`src/core/vids_pkg.sv`:
```
package vids_pkg;

    // clock and sampling timing
    localparam int          CLK_PERIOD_NS     = 25;
    localparam int          SAMPLES_PER_CYCLE = 6;
    localparam int          SW_PERIOD_NS_DEF  = 1500;
    // half a switching cycle, counted in sample ticks
    localparam logic [1:0]  WAIT_TICKS        = 2'h3;

    // code table landmarks
    localparam logic [7:0]  CODE_LOWEST       = 8'hB2;
    localparam logic [7:0]  CODE_OFF_LOW      = 8'hFE;
    localparam logic [7:0]  CODE_BOOT         = 8'h52;
    // one 12.5 mV increment, counted in 6.25 mV codes
    localparam logic [8:0]  STEP_CODES        = 9'h002;

    // microvolt conversion: target = top - code * step
    localparam logic [20:0] UV_TOP            = 21'h18_9AD4;
    localparam logic [20:0] UV_PER_CODE       = 21'h00_186A;

    typedef enum logic [2:0] {
        VIDS_IDLE  = 3'b000,
        VIDS_TRACK = 3'b001,
        VIDS_WAIT  = 3'b010,
        VIDS_SLEW  = 3'b011,
        VIDS_OFF   = 3'b100
    } vids_state_e;

    typedef enum logic [1:0] {
        VIDS_CLS_VALID   = 2'b00,
        VIDS_CLS_INVALID = 2'b01,
        VIDS_CLS_OFF     = 2'b10
    } vids_class_e;

    typedef struct packed {
        logic shutdown;
        logic invalid;
        logic busy;
    } vids_status_s;

    // sort an incoming code into valid, no-voltage and shutdown
    function automatic vids_class_e vids_classify(input logic [7:0] code);
        if (code >= CODE_OFF_LOW)
            return VIDS_CLS_OFF;
        else if (code > CODE_LOWEST)
            return VIDS_CLS_INVALID;
        else
            return VIDS_CLS_VALID;
    endfunction : vids_classify

    // reference target in microvolts for a valid code
    function automatic logic [20:0] vids_code_to_uv(input logic [7:0] code);
        logic [20:0] prod;
        prod = 21'({13'h0000, code} * UV_PER_CODE);
        return UV_TOP - prod;
    endfunction : vids_code_to_uv

endpackage : vids_pkg

```
`src/core/vids_core.sv`:
```
`timescale 1ns/100ps
// How it works
// - sample code six times per cycle
// - on change, wait half cycle, step
// - difference changed during wait cancels step
// - large gap: step every sample until equal
// - off code at first sample latches off
module vids_core
    import vids_pkg::*;
#(
    parameter int SW_PERIOD_NS = SW_PERIOD_NS_DEF
)
(
    // clock and reset
    input  wire logic               CLK,
    input  wire logic               RESET_N,
    // controller conditions
    input  wire logic               REG_ENABLE,
    input  wire logic               BOOT_HOLD_DONE,
    // processor code pins
    input  wire logic [7:0]         VOLTAGE_ID_CODE,
    // reference target
    output logic      [7:0]         REF_CODE,
    output logic      [20:0]        REF_UV,
    output vids_pkg::vids_status_s  STATUS
);

    import vids_pkg::*;

    // clock cycles between samples, rounded down
    localparam int TICK_CYC =
        SW_PERIOD_NS / (SAMPLES_PER_CYCLE * CLK_PERIOD_NS);

    generate
        if (TICK_CYC < 1)
        begin : g_bad_period
            $error("vids_core: switching period too short");
        end
    endgenerate

    // half-cycle wait in ticks must match the sample rate and fit
    // the two-bit wait counter, which cannot hold zero as a count
    generate
        if (int'(WAIT_TICKS) != SAMPLES_PER_CYCLE / 2 || WAIT_TICKS == 2'h0)
        begin : g_bad_wait
            $error("vids_core: wait ticks do not match sampling rate");
        end
    endgenerate

    // disable parks the reference on the boot code, so it must be valid
    generate
        if (vids_classify(CODE_BOOT) != VIDS_CLS_VALID)
        begin : g_bad_boot
            $error("vids_core: boot code is not a valid target");
        end
    endgenerate

    vids_state_e  state_reg;
    vids_state_e  state_next;
    logic [7:0]   ref_reg;
    logic [7:0]   ref_next;
    logic [20:0]  uv_reg;
    logic [20:0]  uv_next;
    logic [8:0]   pend_reg;
    logic [8:0]   pend_next;
    logic [1:0]   wait_reg;
    logic [1:0]   wait_next;
    vids_status_s stat_reg;
    vids_status_s stat_next;

    logic         tick;
    vids_class_e  cls;
    logic [8:0]   diff;
    logic [8:0]   mag;
    logic         big;
    logic [7:0]   stepped;

    vids_tick_gen #(
        .DIV     (TICK_CYC)
    ) u_tick (
        .CLK     (CLK),
        .RESET_N (RESET_N),
        .TICK    (tick)
    );

    // request minus reference, in codes, and one bounded step
    always_comb
    begin
        cls  = vids_classify(VOLTAGE_ID_CODE);
        diff = {1'b0, VOLTAGE_ID_CODE} - {1'b0, ref_reg};
        mag  = diff[8] ? (9'h000 - diff) : diff;
        big  = (mag > 9'h001);
        // one 12.5mV increment, clipped to the gap
        if (diff[8])
            stepped = ref_reg - (big ? STEP_CODES[7:0] : mag[7:0]);
        else
            stepped = ref_reg + (big ? STEP_CODES[7:0] : mag[7:0]);
    end

    // tracking sequencer; acts on sample strobes, except that dropping enable acts on any clock
    always_comb
    begin
        state_next = state_reg;
        ref_next   = ref_reg;
        pend_next  = pend_reg;
        wait_next  = wait_reg;
        stat_next  = stat_reg;
        if (!REG_ENABLE)
        begin
            // dropping enable and reset are the only ways out of latched off
            state_next = VIDS_IDLE;
            ref_next   = CODE_BOOT;
            stat_next  = '0;
        end
        else if (tick)
        begin
            stat_next.invalid = (cls == VIDS_CLS_INVALID);
            case (state_reg)
                VIDS_IDLE:
                begin
                    if (BOOT_HOLD_DONE)
                    begin
                        if (cls == VIDS_CLS_OFF)
                            state_next = VIDS_OFF;
                        else if (cls == VIDS_CLS_VALID)
                        begin
                            ref_next   = VOLTAGE_ID_CODE;
                            state_next = VIDS_TRACK;
                        end
                    end
                end
                VIDS_TRACK:
                begin
                    if (cls == VIDS_CLS_OFF)
                        state_next = VIDS_OFF;
                    else if (cls == VIDS_CLS_VALID && diff != 9'h000)
                    begin
                        pend_next  = diff;
                        wait_next  = WAIT_TICKS;
                        state_next = VIDS_WAIT;
                    end
                end
                VIDS_WAIT:
                begin
                    if (cls == VIDS_CLS_OFF)
                        state_next = VIDS_OFF;
                    else if (cls != VIDS_CLS_VALID || diff != pend_reg)
                        state_next = VIDS_TRACK;
                    else if (wait_reg == 2'h1)
                    begin
                        ref_next   = stepped;
                        state_next = big ? VIDS_SLEW : VIDS_TRACK;
                    end
                    else
                        wait_next = wait_reg - 2'h1;
                end
                VIDS_SLEW:
                begin
                    if (cls == VIDS_CLS_OFF)
                        state_next = VIDS_OFF;
                    else if (cls != VIDS_CLS_VALID || diff == 9'h000)
                        state_next = VIDS_TRACK;
                    else
                        ref_next = stepped;
                end
                VIDS_OFF:
                begin
                    state_next = VIDS_OFF;
                end
                default:
                begin
                    state_next = VIDS_IDLE;
                end
            endcase
        end
        stat_next.shutdown = (state_next == VIDS_OFF);
        stat_next.busy     = (state_next == VIDS_WAIT) ||
                             (state_next == VIDS_SLEW);
        uv_next = vids_code_to_uv(ref_next);
    end

    // register stage; off state keeps the last target for visibility
    always_ff @(posedge CLK)
    begin
        if (!RESET_N)
        begin
            state_reg <= VIDS_IDLE;
            ref_reg   <= CODE_BOOT;
            uv_reg    <= vids_code_to_uv(CODE_BOOT); // boot level
            pend_reg  <= 9'h000;
            wait_reg  <= 2'h0;
            stat_reg  <= '0;
        end
        else
        begin
            state_reg <= state_next;
            ref_reg   <= ref_next;
            uv_reg    <= uv_next;
            pend_reg  <= pend_next;
            wait_reg  <= wait_next;
            stat_reg  <= stat_next;
        end
    end

    assign REF_CODE = ref_reg;
    assign REF_UV   = uv_reg;
    assign STATUS   = stat_reg;

endmodule : vids_core

```
`src/core/vids_tick_gen.sv`:
```
`timescale 1ns/100ps
module vids_tick_gen
    import vids_pkg::*;
#(
    parameter int DIV = 10
)
(
    // clock and reset
    input  wire logic CLK,
    input  wire logic RESET_N,
    // one-cycle sample strobe
    output logic      TICK
);

    localparam int CW = (DIV > 1) ? $clog2(DIV) : 1;

    logic [CW-1:0] cnt_reg;
    logic [CW-1:0] cnt_next;

    generate
        if (DIV < 1)
        begin : g_bad_div
            $error("vids_tick_gen: DIV must be at least 1");
        end
    endgenerate

    // free-running divider, strobe on wrap
    always_comb
    begin
        if (cnt_reg == CW'(DIV - 1))
            cnt_next = '0;
        else
            cnt_next = cnt_reg + 1'b1;
    end

    always_ff @(posedge CLK)
    begin
        if (!RESET_N)
            cnt_reg <= '0;
        else
            cnt_reg <= cnt_next;
    end

    assign TICK = (cnt_reg == CW'(DIV - 1)); // combinational strobe

endmodule : vids_tick_gen

```
`config.mk`:
```
export PLATFORM = sky130hd
export DESIGN_NAME = vids_core
export DESIGN_NICKNAME = d
export VERILOG_FILES = /design/src/core/vids_pkg.sv /design/src/core/vids_core.sv /design/src/core/vids_tick_gen.sv
export SDC_FILE = /design/constraint.sdc
export NUM_CORES = 1
export LEC_CHECK = 0
export ABC_AREA = 0
export BUFFER_PORTS_ARGS = -buffer_cell sky130_fd_sc_hd__buf_2
export CAP_MARGIN = 40
export CORE_UTILIZATION = 50
export CTS_BUF_LIST = sky130_fd_sc_hd__clkbuf_8
export DETAILED_ROUTE_END_ITERATION = 6
export GPL_TIMING_DRIVEN = 0
export PLACE_DENSITY = 0.78
export SYNTH_ARGS = -nofsm -noshare
export SYNTH_HDL_FRONTEND = slang
export SYNTH_SLANG_ARGS = --single-unit
```
`constraint.sdc`:
```
create_clock -name CLK -period 22.4 [get_ports CLK]
set_input_delay 3.36 -clock CLK [delete_from_list [all_inputs] [get_ports CLK]]
set_output_delay 3.36 -clock CLK [all_outputs]
set_load 0.01 [all_outputs]
```
## Yosys cells after proc, flatten, opt, wreduce, memory -nomap -nowiden

Cells that the tools add are included.

| storage, ports and cells | value |
|---|---|
| register bits after elaboration | 50 |
| output and inout bits | 32 |
| word-level logic and storage cells | 89 |

| cells by class | value |
|---|---|
| magnitude comparators | 3 |
| $add $sub $neg | 7 |
| $mul | 1 |
| muxes and demuxes | 36 |
| equal/unequal tests | 17 |
| bitwise gates (word level) | 2 |
| reductions and logical operators | 14 |

Operators by type and width:

| kind | count |
|---|---|
| $mux 8 | 12 |
| $mux 3 | 12 |
| $pmux 8 s3 | 1 |
| $sub 21x21->21 const A | 1 |
| $mul 8x12->20 const B | 1 |
| $pmux 3 s5 | 1 |
| $mux 2 | 7 |
| $eq 3x2->1 const B | 4 |
| $ne 2x2->1 const B | 5 |
| $gt 9x1->1 const B | 1 |
| $logic_not 9->1 | 1 |
| $mux 9 | 1 |
| $ne 9x9->1 | 1 |
| $reduce_bool 9->1 | 1 |
| $sub 1x9->9 const A | 1 |
| $sub 8x8->9 | 1 |
| $add 8x8->8 | 1 |
| $ge 8x8->1 const B | 1 |
| $gt 8x8->1 const B | 1 |
| $reduce_and 8->1 | 1 |
| $sub 8x8->8 | 1 |
| $eq 3x3->1 const B | 2 |
| $reduce_and 5->1 | 1 |
| $add 4x1->4 const B | 1 |
| 15 further kinds | 20 |

## Longest topological paths before layout

Gate-level depths: netlist of the first run.

| logic depth | value |
|---|---|
| depth in word-level cells | 15 |
| gate-level depth with buffers | 44 |
| mapped depth without buffers | 43 |

## Hierarchy

From an unflattened synthesis of the first run, not the netlist that was laid out.

| unflattened totals | value |
|---|---|
| cell total of the unflattened synthesis | 642 |
| area, all modules | 5,248.8 µm² |

Modules (own cells, without submodules):

| module | times used | cells an instance | seq. area each (µm²) | area an instance (µm²) |
|---|---|---|---|---|
| vids_core | 1 | 623 | 880.8 | 5,056.1 |
| vids_tick_gen | 1 | 19 | 80.1 | 192.7 |

## Worst setup path after synthesis of the first run

OpenSTA, ideal clock, no wires.

| path | value |
|---|---|
| path kind | in2reg |
| start point | input port VOLTAGE_ID_CODE[0] |
| end point | register uv_reg[20], in the netlist REF_UV[20] |
| setup time | 72 ps |
| buffers on the path | 1 |
| stages | 43 |
| slack | 10,122 ps |
| data arrival time | 12,207 ps |
| data required time | 22,328 ps |
| cell sequence | inv_1 -> ha_1 -> inv_1 -> fa_1 -> a211oi_2 -> nor2_2 -> xor2_1 -> buf_6 -> nor4_2 -> a21bo_1 -> a32oi_1 -> nor3_1 -> nand2b_1 -> ha_1 -> o21ai_0 -> ha_1 -> nor2b_1 -> o21ai_0 -> (+7 left out) -> o32a_1 -> and2_1 -> ha_1 -> inv_1 -> ha_1 -> inv_1 -> fa_1 -> inv_1 -> fa_1 -> ha_1 -> and2_1 -> a311oi_1 -> o21ai_0 -> o22ai_1 -> xnor2_1 -> or4b_2 -> o311ai_1 -> mux2i_1 |

| on the way | value |
|---|---|
| longest elaborated chain between the ends | 15 |

RTL lines:

| what | RTL line | source |
|---|---|---|
| start: declaration | vids_core.sv:21 | `input wire logic [7:0] VOLTAGE_ID_CODE,` |
| $sub 8x8->9 | vids_core.sv:90 | `diff = {1'b0, VOLTAGE_ID_CODE} - {1'b0, ref_reg};` |
| $sub 1x9->9 | vids_core.sv:91 | `mag = diff[8] ? (9'h000 - diff) : diff;` |
| $mux 9 | vids_core.sv:91 |  |
| $gt 9x1->1 | vids_core.sv:92 | `big = (mag > 9'h001);` |
| $mux 8 | vids_core.sv:95, vids_core.sv:97 |  |
| $add 8x8->8 / $sub 8x8->8 (equally long branches) | vids_core.sv:97, vids_core.sv:95 |  |
| $mux 8 | vids_core.sv:94 | `if (diff[8])` |
| $mux 8 | vids_core.sv:149 | `else if (wait_reg == 2'h1)` |
| $mux 8 | vids_core.sv:147 | `else if (cls != VIDS_CLS_VALID \|\| diff != pend_reg)` |
| $mux 8 | vids_core.sv:145 | `if (cls == VIDS_CLS_OFF)` |
| $pmux 8 s3 (*) | vids_core.sv:118 | `case (state_reg)` |
| $mux 8 (*) | vids_core.sv:115 | `else if (tick)` |
| $mux 8 (*) | vids_core.sv:108 | `if (!REG_ENABLE)` |
| via ref_next[7] | vids_core.sv:61 | `logic [7:0] ref_next;` |
| $mul 8x12->20 (*) | vids_pkg.sv:54 | `prod = 21'({13'h0000, code} * UV_PER_CODE);` |
| $sub 21x21->21 (*) | vids_pkg.sv:55 | `return UV_TOP - prod;` |
| end signal: assignment | vids_core.sv:189 | `uv_reg <= vids_code_to_uv(CODE_BOOT);` |
| end signal: assignment | vids_core.sv:198 | `uv_reg <= uv_next;` |
| end: declaration | vids_core.sv:62 | `logic [20:0] uv_reg;` |

Mark *: on every way through the listed nets, which the timed path passes. The rest lies on a longest branch.
A chain may end at the register's enable or synchronous reset.

## Final worst setup path of the first run

Same ends and word-level chain as after synthesis.

==> report_table.html, run 1 <==
<table>
<tr><th>Metric</th><th>Value</th></tr>
<tr><th colspan="2">Status</th></tr>
<tr><td>Outcome</td><td>finished clean</td></tr>
<tr><th colspan="2">Setup path</th></tr>
<tr><td>Crit Path Max Fanout</td><td>10</td></tr>
<tr><td>Flop-to-flop setup slack</td><td>around 12 ns</td></tr>
<tr><td>Worst Setup End Kind</td><td>flop</td></tr>
<tr><td>Critical path data required time</td><td>between 20 and 25 ns</td></tr>
<tr><td>Critical Path AT</td><td>around 14 ns</td></tr>
<tr><td>Worst reg2reg startpoint</td><td>REF_CODE[0]</td></tr>
<tr><td>Launch point of the critical path</td><td>VOLTAGE_ID_CODE[0]</td></tr>
<tr><td>Highest-delay cell along the critical path</td><td>sky130_fd_sc_hd__or4b_2</td></tr>
<tr><td>Worst flop-to-flop path endpoint</td><td>REF_UV[20]</td></tr>
<tr><td>Category of the critical setup timing path</td><td>input port to flop</td></tr>
<tr><td>Most common cell on crit path</td><td>sky130_fd_sc_hd__ha_1</td></tr>
<tr><td>Delay contributed by the slowest stage of the critical path</td><td>between 0.7 and 0.8 ns</td></tr>
<tr><td>Setup crit start kind</td><td>input port</td></tr>
<tr><td>FF-to-FF path depth</td><td>42</td></tr>
<tr><th colspan="2">Synth</th></tr>
<tr><td>Post-Syn Nets</td><td>718</td></tr>
<tr><td>Share of flip-flops with an asynchronous set or reset after synthesis</td><td>0%</td></tr>
<tr><td>Post-synthesis cell count</td><td>between 600 and 700</td></tr>
<tr><td>Avg Inst Size Synth</td><td>~8.4 µm²</td></tr>
<tr><td>Number of enable flip-flop cells after synthesis</td><td>0</td></tr>
<tr><td>Dominant cells by area after synthesis</td><td>sky130_fd_sc_hd__dfxtp_1 (18%), sky130_fd_sc_hd__ha_1 (17%), sky130_fd_sc_hd__fa_1 (5.4%), sky130_fd_sc_hd__xnor2_1 (5.2%), sky130_fd_sc_hd__nor2_1 (4.4%)</td></tr>
<tr><td>Area share of the largest cell type after synthesis</td><td>between 15 and 20%</td></tr>
<tr><td>Synth warn</td><td>0</td></tr>
<tr><td>Register bit total from synthesis</td><td>48</td></tr>
<tr><td>Synth cell types</td><td>between 80 and 90</td></tr>
<tr><td>Fraction of the yosys area taken by sequential cells</td><td>a little under a fifth</td></tr>
<tr><td>Largest area contributor in the synthesized netlist</td><td>sky130_fd_sc_hd__dfxtp_1</td></tr>
<tr><td>Leading register cell type out of synthesis</td><td>sky130_fd_sc_hd__dfxtp_1</td></tr>
<tr><td>Post-synth design cell area</td><td>a little over 5000 µm²</td></tr>
<tr><th colspan="2">Global route</th></tr>
<tr><td>Via count of the first global-routing pass</td><td>4612</td></tr>
<tr><td>Remaining Overflow, GRT</td><td>0</td></tr>
<tr><td>Wire length of the first global-routing pass</td><td>about 22000 µm</td></tr>
<tr><td>Pin count of the biggest net entering global routing</td><td>14</td></tr>
<tr><td>Number of antenna violations at the first check in global routing</td><td>0</td></tr>
<tr><td>Overall fraction of global-route tracks in use</td><td>between 20% and 30%</td></tr>
<tr><th colspan="2">Layout</th></tr>
<tr><td>Leading cell type in the layout, fill and taps excluded</td><td>sky130_fd_sc_hd__ha_1</td></tr>
<tr><td>Non-filler cells, final</td><td>approximately 800</td></tr>
<tr><td>Largest register FFs</td><td>19</td></tr>
<tr><td>Total Nets Final</td><td>about 770</td></tr>
<tr><td>Number of antenna diodes</td><td>0</td></tr>
<tr><td>Share of post-route cells with drive strength above 1</td><td>between 10% and 20%</td></tr>
<tr><td>Most frequent cells in the layout</td><td>sky130_fd_sc_hd__ha_1 (72), sky130_fd_sc_hd__nor2_1 (61), sky130_fd_sc_hd__dfxtp_1 (48)</td></tr>
<tr><td>Filler Cells Inserted</td><td>between 900 and 1000</td></tr>
<tr><td>Area Growth Syn to Fin</td><td>9.15%</td></tr>
<tr><th colspan="2">Clock network</th></tr>
<tr><td># clock sinks</td><td>48</td></tr>
<tr><td>Clock slew seen by the registers of the worst setup and hold paths</td><td>~0.09 ns</td></tr>
<tr><td>Clock Tree Buf Depth</td><td>2</td></tr>
<tr><td>Number of gates resized after cts</td><td>0</td></tr>
<tr><td>Root Driver</td><td>sky130_fd_sc_hd__clkbuf_8</td></tr>
<tr><td>TritonCTS clock tree</td><td>built</td></tr>
<tr><td>Post-CTS setup-driven buffer insertion count</td><td>0</td></tr>
<tr><td>Number of hold-repair buffers added at the cts stage</td><td>0</td></tr>
<tr><td>Cts bufs inserted</td><td>5</td></tr>
<tr><td>Number of H-tree levels</td><td>2</td></tr>
<tr><td>Source-to-sink clock delay at the later pin of the worst-skew pair</td><td>~0.31 ns</td></tr>
<tr><th colspan="2">Route</th></tr>
<tr><td>Mean number of vias per cell</td><td>around 6</td></tr>
<tr><td>Vias after detailed routing</td><td>roughly 4800</td></tr>
<tr><td>Total routed wirelength</td><td>between 10000 and 15000 µm</td></tr>
<tr><td>Final antenna-violating net count</td><td>0</td></tr>
<tr><td>Mean routed wirelength per cell</td><td>between 15 and 20 µm</td></tr>
<tr><td>DRC</td><td>0</td></tr>
<tr><td>Detailed router's first-iteration violation count</td><td>345</td></tr>
<tr><td>Length of the first detailed-routing pass in iterations</td><td>5</td></tr>
<tr><th colspan="2">Timing</th></tr>
<tr><td>Hold Fails Final Rpt</td><td>0</td></tr>
<tr><td>Number of pins with negative max-slew slack in the final report</td><td>0</td></tr>
<tr><td>Maximum achievable frequency</td><td>roughly 0.074 GHz</td></tr>
<tr><td>Shortest clock period the worst path allows after layout</td><td>about 13 ns</td></tr>
<tr><td>Measured slew at the worst slew-check pin</td><td>0.928 ns</td></tr>
<tr><td>Unrepaired setup endpoints after global routing</td><td>no</td></tr>
<tr><td>Post-Route Setup TNS</td><td>0 ns</td></tr>
<tr><td>Setup violations, final</td><td>0</td></tr>
<tr><td>Maximum clock skew at final layout</td><td>around 0.013 ns</td></tr>
<tr><td>Max_slew headroom</td><td>roughly 37%</td></tr>
<tr><td>Crit share post-route</td><td>approximately three fifths</td></tr>
<tr><th colspan="2">Worst hold path</th></tr>
<tr><td>Tightest Hold Check Type</td><td>flop to flop</td></tr>
<tr><td>Endpoint with the worst hold slack</td><td>pend_reg[0]</td></tr>
<tr><td>Startpoint of the tightest hold check path</td><td>pend_reg[0]</td></tr>
<tr><td>Hold Path Stages</td><td>2</td></tr>
<tr><th colspan="2">Die</th></tr>
<tr><td>Area of the core</td><td>between 9000 and 10000 µm²</td></tr>
<tr><td>Placement Rows</td><td>36</td></tr>
<tr><td>Die outline area</td><td>between 10000 and 15000 µm²</td></tr>
<tr><td>Top-level port count</td><td>44</td></tr>
<tr><td>DIE WIDTH</td><td>104 µm</td></tr>
<tr><td>Height of the die</td><td>around 100 µm</td></tr>
<tr><td>Starting Density</td><td>52.5%</td></tr>
<tr><th colspan="2">Placement</th></tr>
<tr><td>Detailed placement HPWL</td><td>between 10000 and 15000 µm</td></tr>
<tr><td>Buffers on Ports</td><td>42</td></tr>
<tr><td>Routability congestion estimate from global placement</td><td>0.876</td></tr>
<tr><td>Number of placed instances with taps included</td><td>slightly below 800</td></tr>
<tr><th colspan="2">Power</th></tr>
<tr><td>Power share of the combinational group</td><td>21.1%</td></tr>
<tr><td>Net Switching</td><td>about 54 µW</td></tr>
<tr><td>Pint</td><td>roughly 130 µW</td></tr>
<tr><td>Register share of total power</td><td>a little under half</td></tr>
<tr><td>Net switching fraction of the power</td><td>28.9%</td></tr>
<tr><td>Leakage power summed over all cells</td><td>approximately 0.0025 µW</td></tr>
<tr><td>Total power density per cell area</td><td>roughly 33 nW/µm²</td></tr>
<tr><td>Max rail drop VDD</td><td>around 0.027 mV</td></tr>
<tr><td>Relative contribution of the clock network to total power</td><td>between 30% and 40%</td></tr>
<tr><th colspan="2">Job</th></tr>
<tr><td>Max-Cap Viols</td><td>0</td></tr>
</table>
-- Yosys cell counts (all sizes together), types with 7 or more instances --
master   n
a211oi   7
a21oi   38
and2     8
buf      8
clkbuf  13
dfxtp   48
fa      14
ha      72
inv     47
mux2i   11
nand2   45
nand2b  11
nand3   12
nand4    8
nor2    62
nor3    10
o21a    11
o21ai   31
or2      9
xnor2   31
xor2    14
-- power groups by stage --
stage | Clock [µW] | Sequential, µW | Combinational (µW)
2_1_floorplan | 0 | 88.5 | 29.0
3_3_place_gp | 0 | 88.4 | 37.9
3_5_place_dp | 0 | 88.5 | 39.0
4_1_cts | 62.6 | 86.5 | 39.2
5_1_grt | 65.7 | 86.6 | 43.6
6_report | 61.9 | 86.4 | 39.6
-- metrics by stage --
stage / utilization (%) / hold slack [ns] / total power [µW] / cell area, µm² / setup WS (ns)
after CTS: 57.3 / 0.475 / 188 / 5670 / 8.96
after global routing: 57.3 / 0.507 / 196 / 5670 / 8.07
after global placement: 56.3 / 0.444 / 126 / 5580 / 8.93
final: 57.3 / 0.473 / 188 / 5670 / 8.92
after floorplan: - / 0.433 / 118 / 5200 / 10.12
after detailed placement: 56.3 / 0.463 / 127 / 5580 / 8.71
-- how the worst max path moves through the flow --
stage	endpoint	slack, ns	cells past startpoint
final	REF_UV[20]	8.92	44
after global placement	REF_UV[20]	8.93	44
after global routing	REF_UV[20]	8.07	42
after detailed placement	REF_UV[20]	8.71	44
after CTS	REF_UV[20]	8.96	44
after floorplan	REF_UV[20]	10.12	43
-- layer usage --
layer	up-vias	routed length, µm	track usage [%]	share of wire, %
met5	-	0	0	0
met4	0	353	10.1	2.6
met3	26	833	4.01	6.2
met2	159	6050	40.7	45
met1	2274	6210	34.7	46
li1	2323	-	-	-
-- worst max-delay path: cells and delay by family --
family                   cells  cell delay (ns)
adder cells (fa/ha/maj)      9             3.01
multiplexers                 1             0.22
AO/OA/AOI/OAI               15             3.39
AND/OR/NAND/NOR              9             2.60
buffers and inverters        7             0.60
XOR/XNOR                     3             0.53
-- final cells by class --
cell class              count  area, µm²  share of cell area, %
repair buffers             42        210                   3.70
inverters                  48        180                   3.18
flip-flops and latches     48        961                   16.9
well taps                 133        166                   2.93
clock inverters             1       30.0                  0.529
clock buffers               5       68.8                   1.21
multi-input cells         503       3890                   68.6
plain buffers              21        163                   2.87
-- kinds of logic (layout without fill, tap and decap cells) --
group	count (synthesis)	count (layout)	synth area share, %
AND/OR/NAND/NOR	199	199	19.1
AO/OA/AOI/OAI	159	159	22.7
adder cells (fa/ha/maj)	86	86	22.7
buffers and inverters	69	117	6.59
flip-flops	48	48	18.5
XOR/XNOR	46	46	8.01
multiplexers	12	12	2.33
other	1	1	0.0721
(Power assumes the default switching activity.)
==> run 2: changes to the inputs <==
--- a/config.mk
+++ b/config.mk
@@ -12,7 +12,7 @@
 export CTS_BUF_LIST = sky130_fd_sc_hd__clkbuf_8
 export DETAILED_ROUTE_END_ITERATION = 6
 export GPL_TIMING_DRIVEN = 0
-export PLACE_DENSITY = 0.78
+export PLACE_DENSITY = 0.8
 export SYNTH_ARGS = -nofsm -noshare
 export SYNTH_HDL_FRONTEND = slang
 export SYNTH_SLANG_ARGS = --single-unit
==> constraint.sdc (replaced) <==
create_clock -name CLK -period 11.2 [get_ports CLK]
set_input_delay 1.68 -clock CLK [delete_from_list [all_inputs] [get_ports CLK]]
set_output_delay 1.68 -clock CLK [all_outputs]
set_load 0.01 [all_outputs]
==> run 2 against run 1 <==
Power increased by 100%; global-route usage increased by 0.24 points; sequential power increased by 100%; hold slack improved by 0.0048 ns; clock skew decreased by 0.0035 ns; sequential share of layout area decreased by 0.45 points; final cell count increased by 0.75%; clock-buffer cell count unchanged; combinational power increased by 110%; largest cell class unchanged; highest routed layer unchanged.
==> report_table.html, run 2 (synthesis gave the netlist of run 1 again) <==
<table>
<tr><th>Metric</th><th>Value</th></tr>
<tr><th colspan="2">Die</th></tr>
<tr><td>Height of the die</td><td>104 µm (unchanged)</td></tr>
<tr><td>DIE WIDTH</td><td>104 µm (unchanged)</td></tr>
<tr><td>Die outline area</td><td>10800 µm² (unchanged)</td></tr>
<tr><td>Placement Rows</td><td>36 (unchanged)</td></tr>
<tr><td>Area of the core</td><td>9910 µm² (unchanged)</td></tr>
<tr><td>Starting Density</td><td>52.5% (unchanged)</td></tr>
<tr><td>Top-level port count</td><td>44 (unchanged)</td></tr>
<tr><th colspan="2">Job</th></tr>
<tr><td>Max-Cap Viols</td><td>0 (unchanged)</td></tr>
<tr><th colspan="2">Clock network</th></tr>
<tr><td># clock sinks</td><td>48 (unchanged)</td></tr>
<tr><td>Cts bufs inserted</td><td>5 (unchanged)</td></tr>
<tr><td>Clock slew seen by the registers of the worst setup and hold paths</td><td>0.09 ns (about the same)</td></tr>
<tr><td>Source-to-sink clock delay at the later pin of the worst-skew pair</td><td>0.31 ns (about the same)</td></tr>
<tr><td>TritonCTS clock tree</td><td>built</td></tr>
<tr><td>Root Driver</td><td>sky130_fd_sc_hd__clkbuf_8</td></tr>
<tr><td>Clock Tree Buf Depth</td><td>2 (unchanged)</td></tr>
<tr><td>Number of H-tree levels</td><td>2 (unchanged)</td></tr>
<tr><th colspan="2">Timing</th></tr>
<tr><td>Minimum setup slack in the final design</td><td>0.374 ns (-8.54 ns)</td></tr>
<tr><td>Crit share post-route</td><td>just under 100%</td></tr>
<tr><td>Maximum achievable frequency</td><td>approximately 0.092 GHz</td></tr>
<tr><td>Max_slew headroom</td><td>43.2% (+5.7 points)</td></tr>
<tr><td>Hold Fails Final Rpt</td><td>0 (unchanged)</td></tr>
<tr><td>Shortest clock period the worst path allows after layout</td><td>10.83 ns</td></tr>
<tr><td>Maximum clock skew at final layout</td><td>0.0100 ns (-0.00345 ns)</td></tr>
<tr><td>Setup violations, final</td><td>0 (unchanged)</td></tr>
<tr><td>Number of pins with negative max-slew slack in the final report</td><td>0 (unchanged)</td></tr>
<tr><td>Measured slew at the worst slew-check pin</td><td>0.843 ns (-0.0846 ns)</td></tr>
<tr><th colspan="2">Layout</th></tr>
<tr><td>Filler Cells Inserted</td><td>890 (-2.4%)</td></tr>
<tr><td>Share of post-route cells with drive strength above 1</td><td>18.4% (+2.8 points)</td></tr>
<tr><td>Largest register FFs</td><td>19 (unchanged)</td></tr>
<tr><td>Finished layout cell area</td><td>5830 µm² (+2.7%)</td></tr>
<tr><td>Non-filler cells, final</td><td>807 (+0.75%)</td></tr>
<tr><td>Leading cell type in the layout, fill and taps excluded</td><td>sky130_fd_sc_hd__ha_1</td></tr>
<tr><td>Final standard cell utilization of the core</td><td>58.8% (+1.6 points)</td></tr>
<tr><td>Most frequent cells in the layout</td><td>sky130_fd_sc_hd__ha_1 (72), sky130_fd_sc_hd__nor2_1 (60), sky130_fd_sc_hd__dfxtp_1 (48)</td></tr>
<tr><td>Total Nets Final</td><td>771 (+0.52%)</td></tr>
<tr><td>Area Growth Syn to Fin</td><td>12.1%</td></tr>
<tr><td>Number of antenna diodes</td><td>0 (unchanged)</td></tr>
<tr><th colspan="2">Setup path</th></tr>
<tr><td>Most common cell on crit path</td><td>sky130_fd_sc_hd__ha_1</td></tr>
<tr><td>Worst Setup End Kind</td><td>flop</td></tr>
<tr><td>Crit Path Max Fanout</td><td>6 (-4)</td></tr>
<tr><td>Critical path data required time</td><td>11.44 ns (-11.21 ns)</td></tr>
<tr><td>Category of the critical setup timing path</td><td>input port to flop</td></tr>
<tr><td>Delay contributed by the slowest stage of the critical path</td><td>0.61 ns (-0.10 ns)</td></tr>
<tr><td>Highest-delay cell along the critical path</td><td>sky130_fd_sc_hd__or4_1</td></tr>
<tr><td>Setup crit start kind</td><td>input port</td></tr>
<tr><td>Critical Path AT</td><td>11.07 ns (-2.66 ns)</td></tr>
<tr><th colspan="2">Route</th></tr>
<tr><td>Vias after detailed routing</td><td>4754 (-0.59%)</td></tr>
<tr><td>Mean routed wirelength per cell</td><td>16.9 µm (+0.62%)</td></tr>
<tr><td>Length of the first detailed-routing pass in iterations</td><td>5 (unchanged)</td></tr>
<tr><td>Mean number of vias per cell</td><td>5.89 (-1.3%)</td></tr>
<tr><td>Detailed router's first-iteration violation count</td><td>336 (-2.6%)</td></tr>
<tr><td>DRC</td><td>0 (unchanged)</td></tr>
<tr><td>Final antenna-violating net count</td><td>0 (unchanged)</td></tr>
<tr><td>Total routed wirelength</td><td>13600 µm (+1.4%)</td></tr>
<tr><th colspan="2">Placement</th></tr>
<tr><td>Routability congestion estimate from global placement</td><td>0.889 (+1.5%)</td></tr>
<tr><td>Detailed placement HPWL</td><td>11000 µm (+0.68%)</td></tr>
<tr><td>Post-place instance area</td><td>5580 µm² (unchanged)</td></tr>
<tr><td>Buffers on Ports</td><td>42 (unchanged)</td></tr>
<tr><td>Number of placed instances with taps included</td><td>795 (unchanged)</td></tr>
<tr><td>Worst Setup Slack post-DPL</td><td>-0.761 ns (-9.47 ns)</td></tr>
<tr><th colspan="2">Power</th></tr>
<tr><td>Overall Power</td><td>382 µW (+100%)</td></tr>
<tr><td>Power share of the combinational group</td><td>22.0% (+0.9 points)</td></tr>
<tr><td>Register share of total power</td><td>45.3% (-0.7 points)</td></tr>
<tr><td>Leakage power summed over all cells</td><td>0.00258 µW (+2.8%)</td></tr>
<tr><td>Relative contribution of the clock network to total power</td><td>32.7% (-0.2 points)</td></tr>
<tr><td>Max rail drop VDD</td><td>0.0614 mV (+120%)</td></tr>
<tr><td>Pint</td><td>271 µW (+100%)</td></tr>
<tr><td>Total power density per cell area</td><td>65.6 nW/µm² (+98%)</td></tr>
<tr><td>Net switching fraction of the power</td><td>29.2% (+0.28 points)</td></tr>
<tr><td>Net Switching</td><td>112 µW (+110%)</td></tr>
<tr><th colspan="2">Global route</th></tr>
<tr><td>Number of antenna violations at the first check in global routing</td><td>0 (unchanged)</td></tr>
<tr><td>Pin count of the biggest net entering global routing</td><td>15 (+1)</td></tr>
<tr><td>Remaining Overflow, GRT</td><td>0 (unchanged)</td></tr>
<tr><td>Overall fraction of global-route tracks in use</td><td>25.8% (+0.24 points)</td></tr>
<tr><td>Wire length of the first global-routing pass</td><td>22700 µm (+1.1%)</td></tr>
<tr><td>Via count of the first global-routing pass</td><td>4664 (+1.1%)</td></tr>
<tr><th colspan="2">Status</th></tr>
<tr><td>Outcome</td><td>finished clean</td></tr>
<tr><th colspan="2">Worst hold path</th></tr>
<tr><td>Tightest Hold Check Type</td><td>flop to flop</td></tr>
</table>
-- run 2: repair_timing --
action                     4_1_cts  5_1_grt
hold buffers                     0        0
gates resized for setup          4       19
setup endpoints to repair        3        6
buffers inserted                 2        2
pin swaps                        1        4
-- run 2: worst max-delay path, delay by kind of cell --
kind,cells,cell delay [ns]
AO/OA/AOI/OAI,19,3.62
XOR/XNOR,1,0.15
AND/OR/NAND/NOR,7,1.72
multiplexers,1,0.21
buffers and inverters,8,0.77
adder cells (fa/ha/maj),9,2.90
-- run 2: path summary, 6_finish.rpt --
kind         cells past startpoint                from           to  slack (ns)
max                             45  VOLTAGE_ID_CODE[0]   REF_UV[20]        0.37
min                              2         pend_reg[0]  pend_reg[0]        0.48
max reg2reg                     43         REF_CODE[0]   REF_UV[20]        1.36
min reg2reg                      2         pend_reg[0]  pend_reg[0]        0.48
-- run 2: layer usage --
| layer | track usage, % | routed length (µm) | share of wire [%] |
|---|---|---|---|
| met3 | 3.32 | 843 | 6.2 |
| met5 | 0 | 0 | 0 |
| met1 | 34.7 | 6110 | 45 |
| met4 | 7.76 | 245 | 1.8 |
| met2 | 43.1 | 6430 | 47 |
-- run 2: power groups by stage --
stage          Clock [µW]  Combinational (µW)  Sequential [µW]
2_1_floorplan           0                58.0              177
3_3_place_gp            0                75.7              177
3_5_place_dp            0                77.6              177
4_1_cts               129                79.0              173
5_1_grt               136                91.0              173
6_report              125                84.1              173
-- run 2: layout make-up --
| class | instances | area (µm²) | share of cell area (%) |
|---|---|---|---|
| plain buffers | 21 | 163 | 2.79 |
| well taps | 133 | 166 | 2.86 |
| clock buffers | 5 | 68.8 | 1.18 |
| flip-flops and latches | 48 | 961 | 16.5 |
| clock inverters | 3 | 38.8 | 0.666 |
| multi-input cells | 503 | 4010 | 68.8 |
| inverters | 48 | 180 | 3.09 |
| repair buffers | 46 | 240 | 4.12 |
-- run 2: per-stage QoR --
step           setup TNS, ns  hold WS (ns)
2_1_floorplan              0         0.433
3_3_place_gp           -1.05         0.444
3_5_place_dp           -2.05         0.464
4_1_cts                    0         0.479
5_1_grt               -0.129         0.507
6_report                   0         0.478
==> run 3: changes to the inputs <==
--- a/config.mk
+++ b/config.mk
@@ -11,8 +11,7 @@
 export CORE_UTILIZATION = 50
 export CTS_BUF_LIST = sky130_fd_sc_hd__clkbuf_8
 export DETAILED_ROUTE_END_ITERATION = 6
-export GPL_TIMING_DRIVEN = 0
-export PLACE_DENSITY = 0.8
+export PLACE_DENSITY = 0.78
 export SYNTH_ARGS = -nofsm -noshare
 export SYNTH_HDL_FRONTEND = slang
 export SYNTH_SLANG_ARGS = --single-unit
==> constraint.sdc (replaced) <==
create_clock -name CLK -period 12.8 [get_ports CLK]
set_input_delay 1.92 -clock CLK [delete_from_list [all_inputs] [get_ports CLK]]
set_output_delay 1.92 -clock CLK [all_outputs]
set_load 0.01 [all_outputs]
==> run 3 against run 2 <==
Clock skew grew 0.0020 ns; largest cell class unchanged; global-route usage decreased by 0.77 points; clock power increased by 6%; critical endpoint unchanged; final cell count is 3.0% lower; sequential share of layout area increased by 0.81 points; first-iteration DRC count is 2.4% lower; worst setup slack improved by 0.53 ns; non-clock buffer count decreased by 23; utilization decreased by 2.7 points; register-to-register slack better by 0.71 ns; critical path type unchanged; via count decreased by 0.74%; die area is the same.
==> report_table.html, run 3 (synthesis gave the netlist of run 1 again) <==
<table>
<tr><th>Metric</th><th>Value</th></tr>
<tr><th colspan="2">Global route</th></tr>
<tr><td>Remaining Overflow, GRT</td><td>0 (unchanged)</td></tr>
<tr><td>Wire length of the first global-routing pass</td><td>22000 µm (-2.7%)</td></tr>
<tr><td>Pin count of the biggest net entering global routing</td><td>23 (+8)</td></tr>
<tr><td>Overall fraction of global-route tracks in use</td><td>25.1% (-0.77 points)</td></tr>
<tr><td>Number of antenna violations at the first check in global routing</td><td>0 (unchanged)</td></tr>
<tr><td>Via count of the first global-routing pass</td><td>4579 (-1.8%)</td></tr>
<tr><th colspan="2">Route</th></tr>
<tr><td>Vias after detailed routing</td><td>4719 (-0.74%)</td></tr>
<tr><td>Detailed router's first-iteration violation count</td><td>328 (-2.4%)</td></tr>
<tr><td>Total routed wirelength</td><td>13100 µm (-3.9%)</td></tr>
<tr><td>Mean number of vias per cell</td><td>6.03 (+2.3%)</td></tr>
<tr><td>Length of the first detailed-routing pass in iterations</td><td>5 (unchanged)</td></tr>
<tr><td>Final antenna-violating net count</td><td>0 (unchanged)</td></tr>
<tr><td>Mean routed wirelength per cell</td><td>16.7 µm (-0.98%)</td></tr>
<tr><td>DRC</td><td>0 (unchanged)</td></tr>
<tr><th colspan="2">Clock network</th></tr>
<tr><td>Number of H-tree levels</td><td>2 (unchanged)</td></tr>
<tr><td>Clock slew seen by the registers of the worst setup and hold paths</td><td>0.09 ns (about the same)</td></tr>
<tr><td>Post-CTS setup-driven buffer insertion count</td><td>0 (-2)</td></tr>
<tr><td>TritonCTS clock tree</td><td>built</td></tr>
<tr><td>Number of hold-repair buffers added at the cts stage</td><td>0 (unchanged)</td></tr>
<tr><td>Number of gates resized after cts</td><td>0 (-4)</td></tr>
<tr><td>Source-to-sink clock delay at the later pin of the worst-skew pair</td><td>0.32 ns (about the same)</td></tr>
<tr><td>Clock Tree Buf Depth</td><td>2 (unchanged)</td></tr>
<tr><td>Root Driver</td><td>sky130_fd_sc_hd__clkbuf_8</td></tr>
<tr><td># clock sinks</td><td>48 (unchanged)</td></tr>
<tr><td>Cts bufs inserted</td><td>5 (unchanged)</td></tr>
<tr><th colspan="2">Placement</th></tr>
<tr><td>Worst Setup Slack post-DPL</td><td>0.827 ns (+1.59 ns)</td></tr>
<tr><td>Buffers on Ports</td><td>42 (unchanged)</td></tr>
<tr><td>Routability congestion estimate from global placement</td><td>0.936 (+5.2%)</td></tr>
<tr><td>Detailed placement HPWL</td><td>10400 µm (-5.5%)</td></tr>
<tr><th colspan="2">Layout</th></tr>
<tr><td>Most frequent cells in the layout</td><td>sky130_fd_sc_hd__ha_1 (72), sky130_fd_sc_hd__nor2_1 (61), sky130_fd_sc_hd__dfxtp_1 (48)</td></tr>
<tr><td>Number of antenna diodes</td><td>0 (unchanged)</td></tr>
<tr><td>Total Nets Final</td><td>748 (-3.0%)</td></tr>
<tr><td>Share of post-route cells with drive strength above 1</td><td>14.5% (-3.9 points)</td></tr>
<tr><td>Largest register FFs</td><td>19 (unchanged)</td></tr>
<tr><td>Leading cell type in the layout, fill and taps excluded</td><td>sky130_fd_sc_hd__ha_1</td></tr>
<tr><td>Area Growth Syn to Fin</td><td>6.88%</td></tr>
<tr><th colspan="2">Setup path</th></tr>
<tr><td>Delay contributed by the slowest stage of the critical path</td><td>0.70 ns (+0.09 ns)</td></tr>
<tr><td>Most common cell on crit path</td><td>sky130_fd_sc_hd__ha_1</td></tr>
<tr><td>Number of buffer and inverter stages on the critical path</td><td>6 (-2)</td></tr>
<tr><td>Worst Setup End Kind</td><td>flop</td></tr>
<tr><td>Family with the most delay on the worst path</td><td>compound AO/OA/AOI/OAI gates</td></tr>
<tr><td>Crit Path Max Fanout</td><td>11 (+5)</td></tr>
<tr><td>Setup crit start kind</td><td>input port</td></tr>
<tr><td>Highest-delay cell along the critical path</td><td>sky130_fd_sc_hd__or4b_2</td></tr>
<tr><td>Critical path data required time</td><td>13.05 ns (+1.61 ns)</td></tr>
<tr><td>Critical Path AT</td><td>12.15 ns (+1.08 ns)</td></tr>
<tr><td>Category of the critical setup timing path</td><td>input port to flop</td></tr>
<tr><th colspan="2">Power</th></tr>
<tr><td>Total power density per cell area</td><td>62.6 nW/µm² (-4.6%)</td></tr>
<tr><td>Max rail drop VDD</td><td>0.0599 mV (-2.4%)</td></tr>
<tr><td>Leakage power summed over all cells</td><td>0.00244 µW (-5.2%)</td></tr>
<tr><th colspan="2">Timing</th></tr>
<tr><td>Post-Route Setup TNS</td><td>0 ns (unchanged)</td></tr>
<tr><td>Setup violations, final</td><td>0 (unchanged)</td></tr>
<tr><td>Number of pins with negative max-slew slack in the final report</td><td>0 (unchanged)</td></tr>
<tr><td>Hold Fails Final Rpt</td><td>0 (unchanged)</td></tr>
<tr><td>Maximum clock skew at final layout</td><td>0.0121 ns (+0.00202 ns)</td></tr>
<tr><td>Maximum achievable frequency</td><td>between 0.08 and 0.09 GHz</td></tr>
<tr><td>Max_slew headroom</td><td>48.5% (+5.3 points)</td></tr>
<tr><td>Hold slack</td><td>0.472 ns (-0.00592 ns)</td></tr>
<tr><td>Minimum setup slack in the final design</td><td>0.902 ns (+0.528 ns)</td></tr>
<tr><td>Shortest clock period the worst path allows after layout</td><td>about 12 ns</td></tr>
<tr><td>Crit share post-route</td><td>93.0%</td></tr>
<tr><td>Unrepaired setup endpoints after global routing</td><td>no</td></tr>
<tr><td>Measured slew at the worst slew-check pin</td><td>0.770 ns (-0.0730 ns)</td></tr>
<tr><th colspan="2">Die</th></tr>
<tr><td>Top-level port count</td><td>44 (unchanged)</td></tr>
<tr><td>Height of the die</td><td>104 µm (unchanged)</td></tr>
<tr><td>Starting Density</td><td>52.5% (unchanged)</td></tr>
<tr><td>DIE WIDTH</td><td>104 µm (unchanged)</td></tr>
<tr><td>Area of the core</td><td>9910 µm² (unchanged)</td></tr>
<tr><td>Placement Rows</td><td>36 (unchanged)</td></tr>
<tr><td>Die outline area</td><td>10800 µm² (unchanged)</td></tr>
<tr><th colspan="2">Worst hold path</th></tr>
<tr><td>Tightest Hold Check Type</td><td>flop to flop</td></tr>
<tr><th colspan="2">Status</th></tr>
<tr><td>Outcome</td><td>finished clean</td></tr>
<tr><th colspan="2">Job</th></tr>
<tr><td>Max-Cap Viols</td><td>0 (unchanged)</td></tr>
</table>
==> run 3: cell types whose count changed in the layout (fill, tap and decap cells not counted), sizes merged <==
cell,before,now
inv,48,47
clkbuf,18,5
clkinv,2,1
bufinv,1,2
buf,54,44
==> run 3: final cells by class <==
class                           instances  area (µm²)
Inverter                               48         180
Clock inverter                          2        60.1
Multi-Input combinational cell        503        3890
Clock buffer                            5        68.8
Sequential cell                        48         961
Timing Repair Buffer                   44         225
Tap cell                              133         166
Fill cell                             934        4350
==> run 3: worst register-to-register path: cells and delay by family, from the launching register on <==
kind            cells  cell delay [ns]
compound gates     15             3.43
xor+xnor            3             0.94
fa+ha+maj           9             3.07
buf+inv             4             0.26
flops               1             0.54
mux                 1             0.22
simple gates        9             2.21
==> run 3: power by group <==
group          internal, µW  total [µW]  switching, µW
Combinational          23.7        64.2           40.4
Clock                  76.9         132           55.2
Sequential              150         151          0.922
==> run 3: through the flow <==
stage / power [µW] / utilization, % / area, µm² / std cells
final: 348 / 56.1 / 5560 / 783
after global routing: 362 / 56.1 / 5560 / 783
after CTS: 349 / 56.1 / 5560 / 783
after detailed placement: 218 / 54.8 / 5430 / 776
after global placement: 216 / 54.8 / 5430 / 776
after floorplan: 206 / - / 5200 / 620
==> run 3: metal layers <==
metal	track usage, %	vias to the layer above	part of all wire [%]
met4	8.78	0	2.1
met2	41.0	158	46
met3	5.39	26	7.1
li1	-	2278	-
met1	32.5	2257	45
met5	0	-	0
==> run 3: worst paths after layout <==
path                 end  cells after the start  slack [ns]          startpoint
max           REF_UV[20]                     43        0.90  VOLTAGE_ID_CODE[0]
min          wait_reg[0]                      2        0.47         wait_reg[0]
max reg2reg   REF_UV[20]                     41        2.07         REF_CODE[0]
min reg2reg  wait_reg[0]                      2        0.47         wait_reg[0]
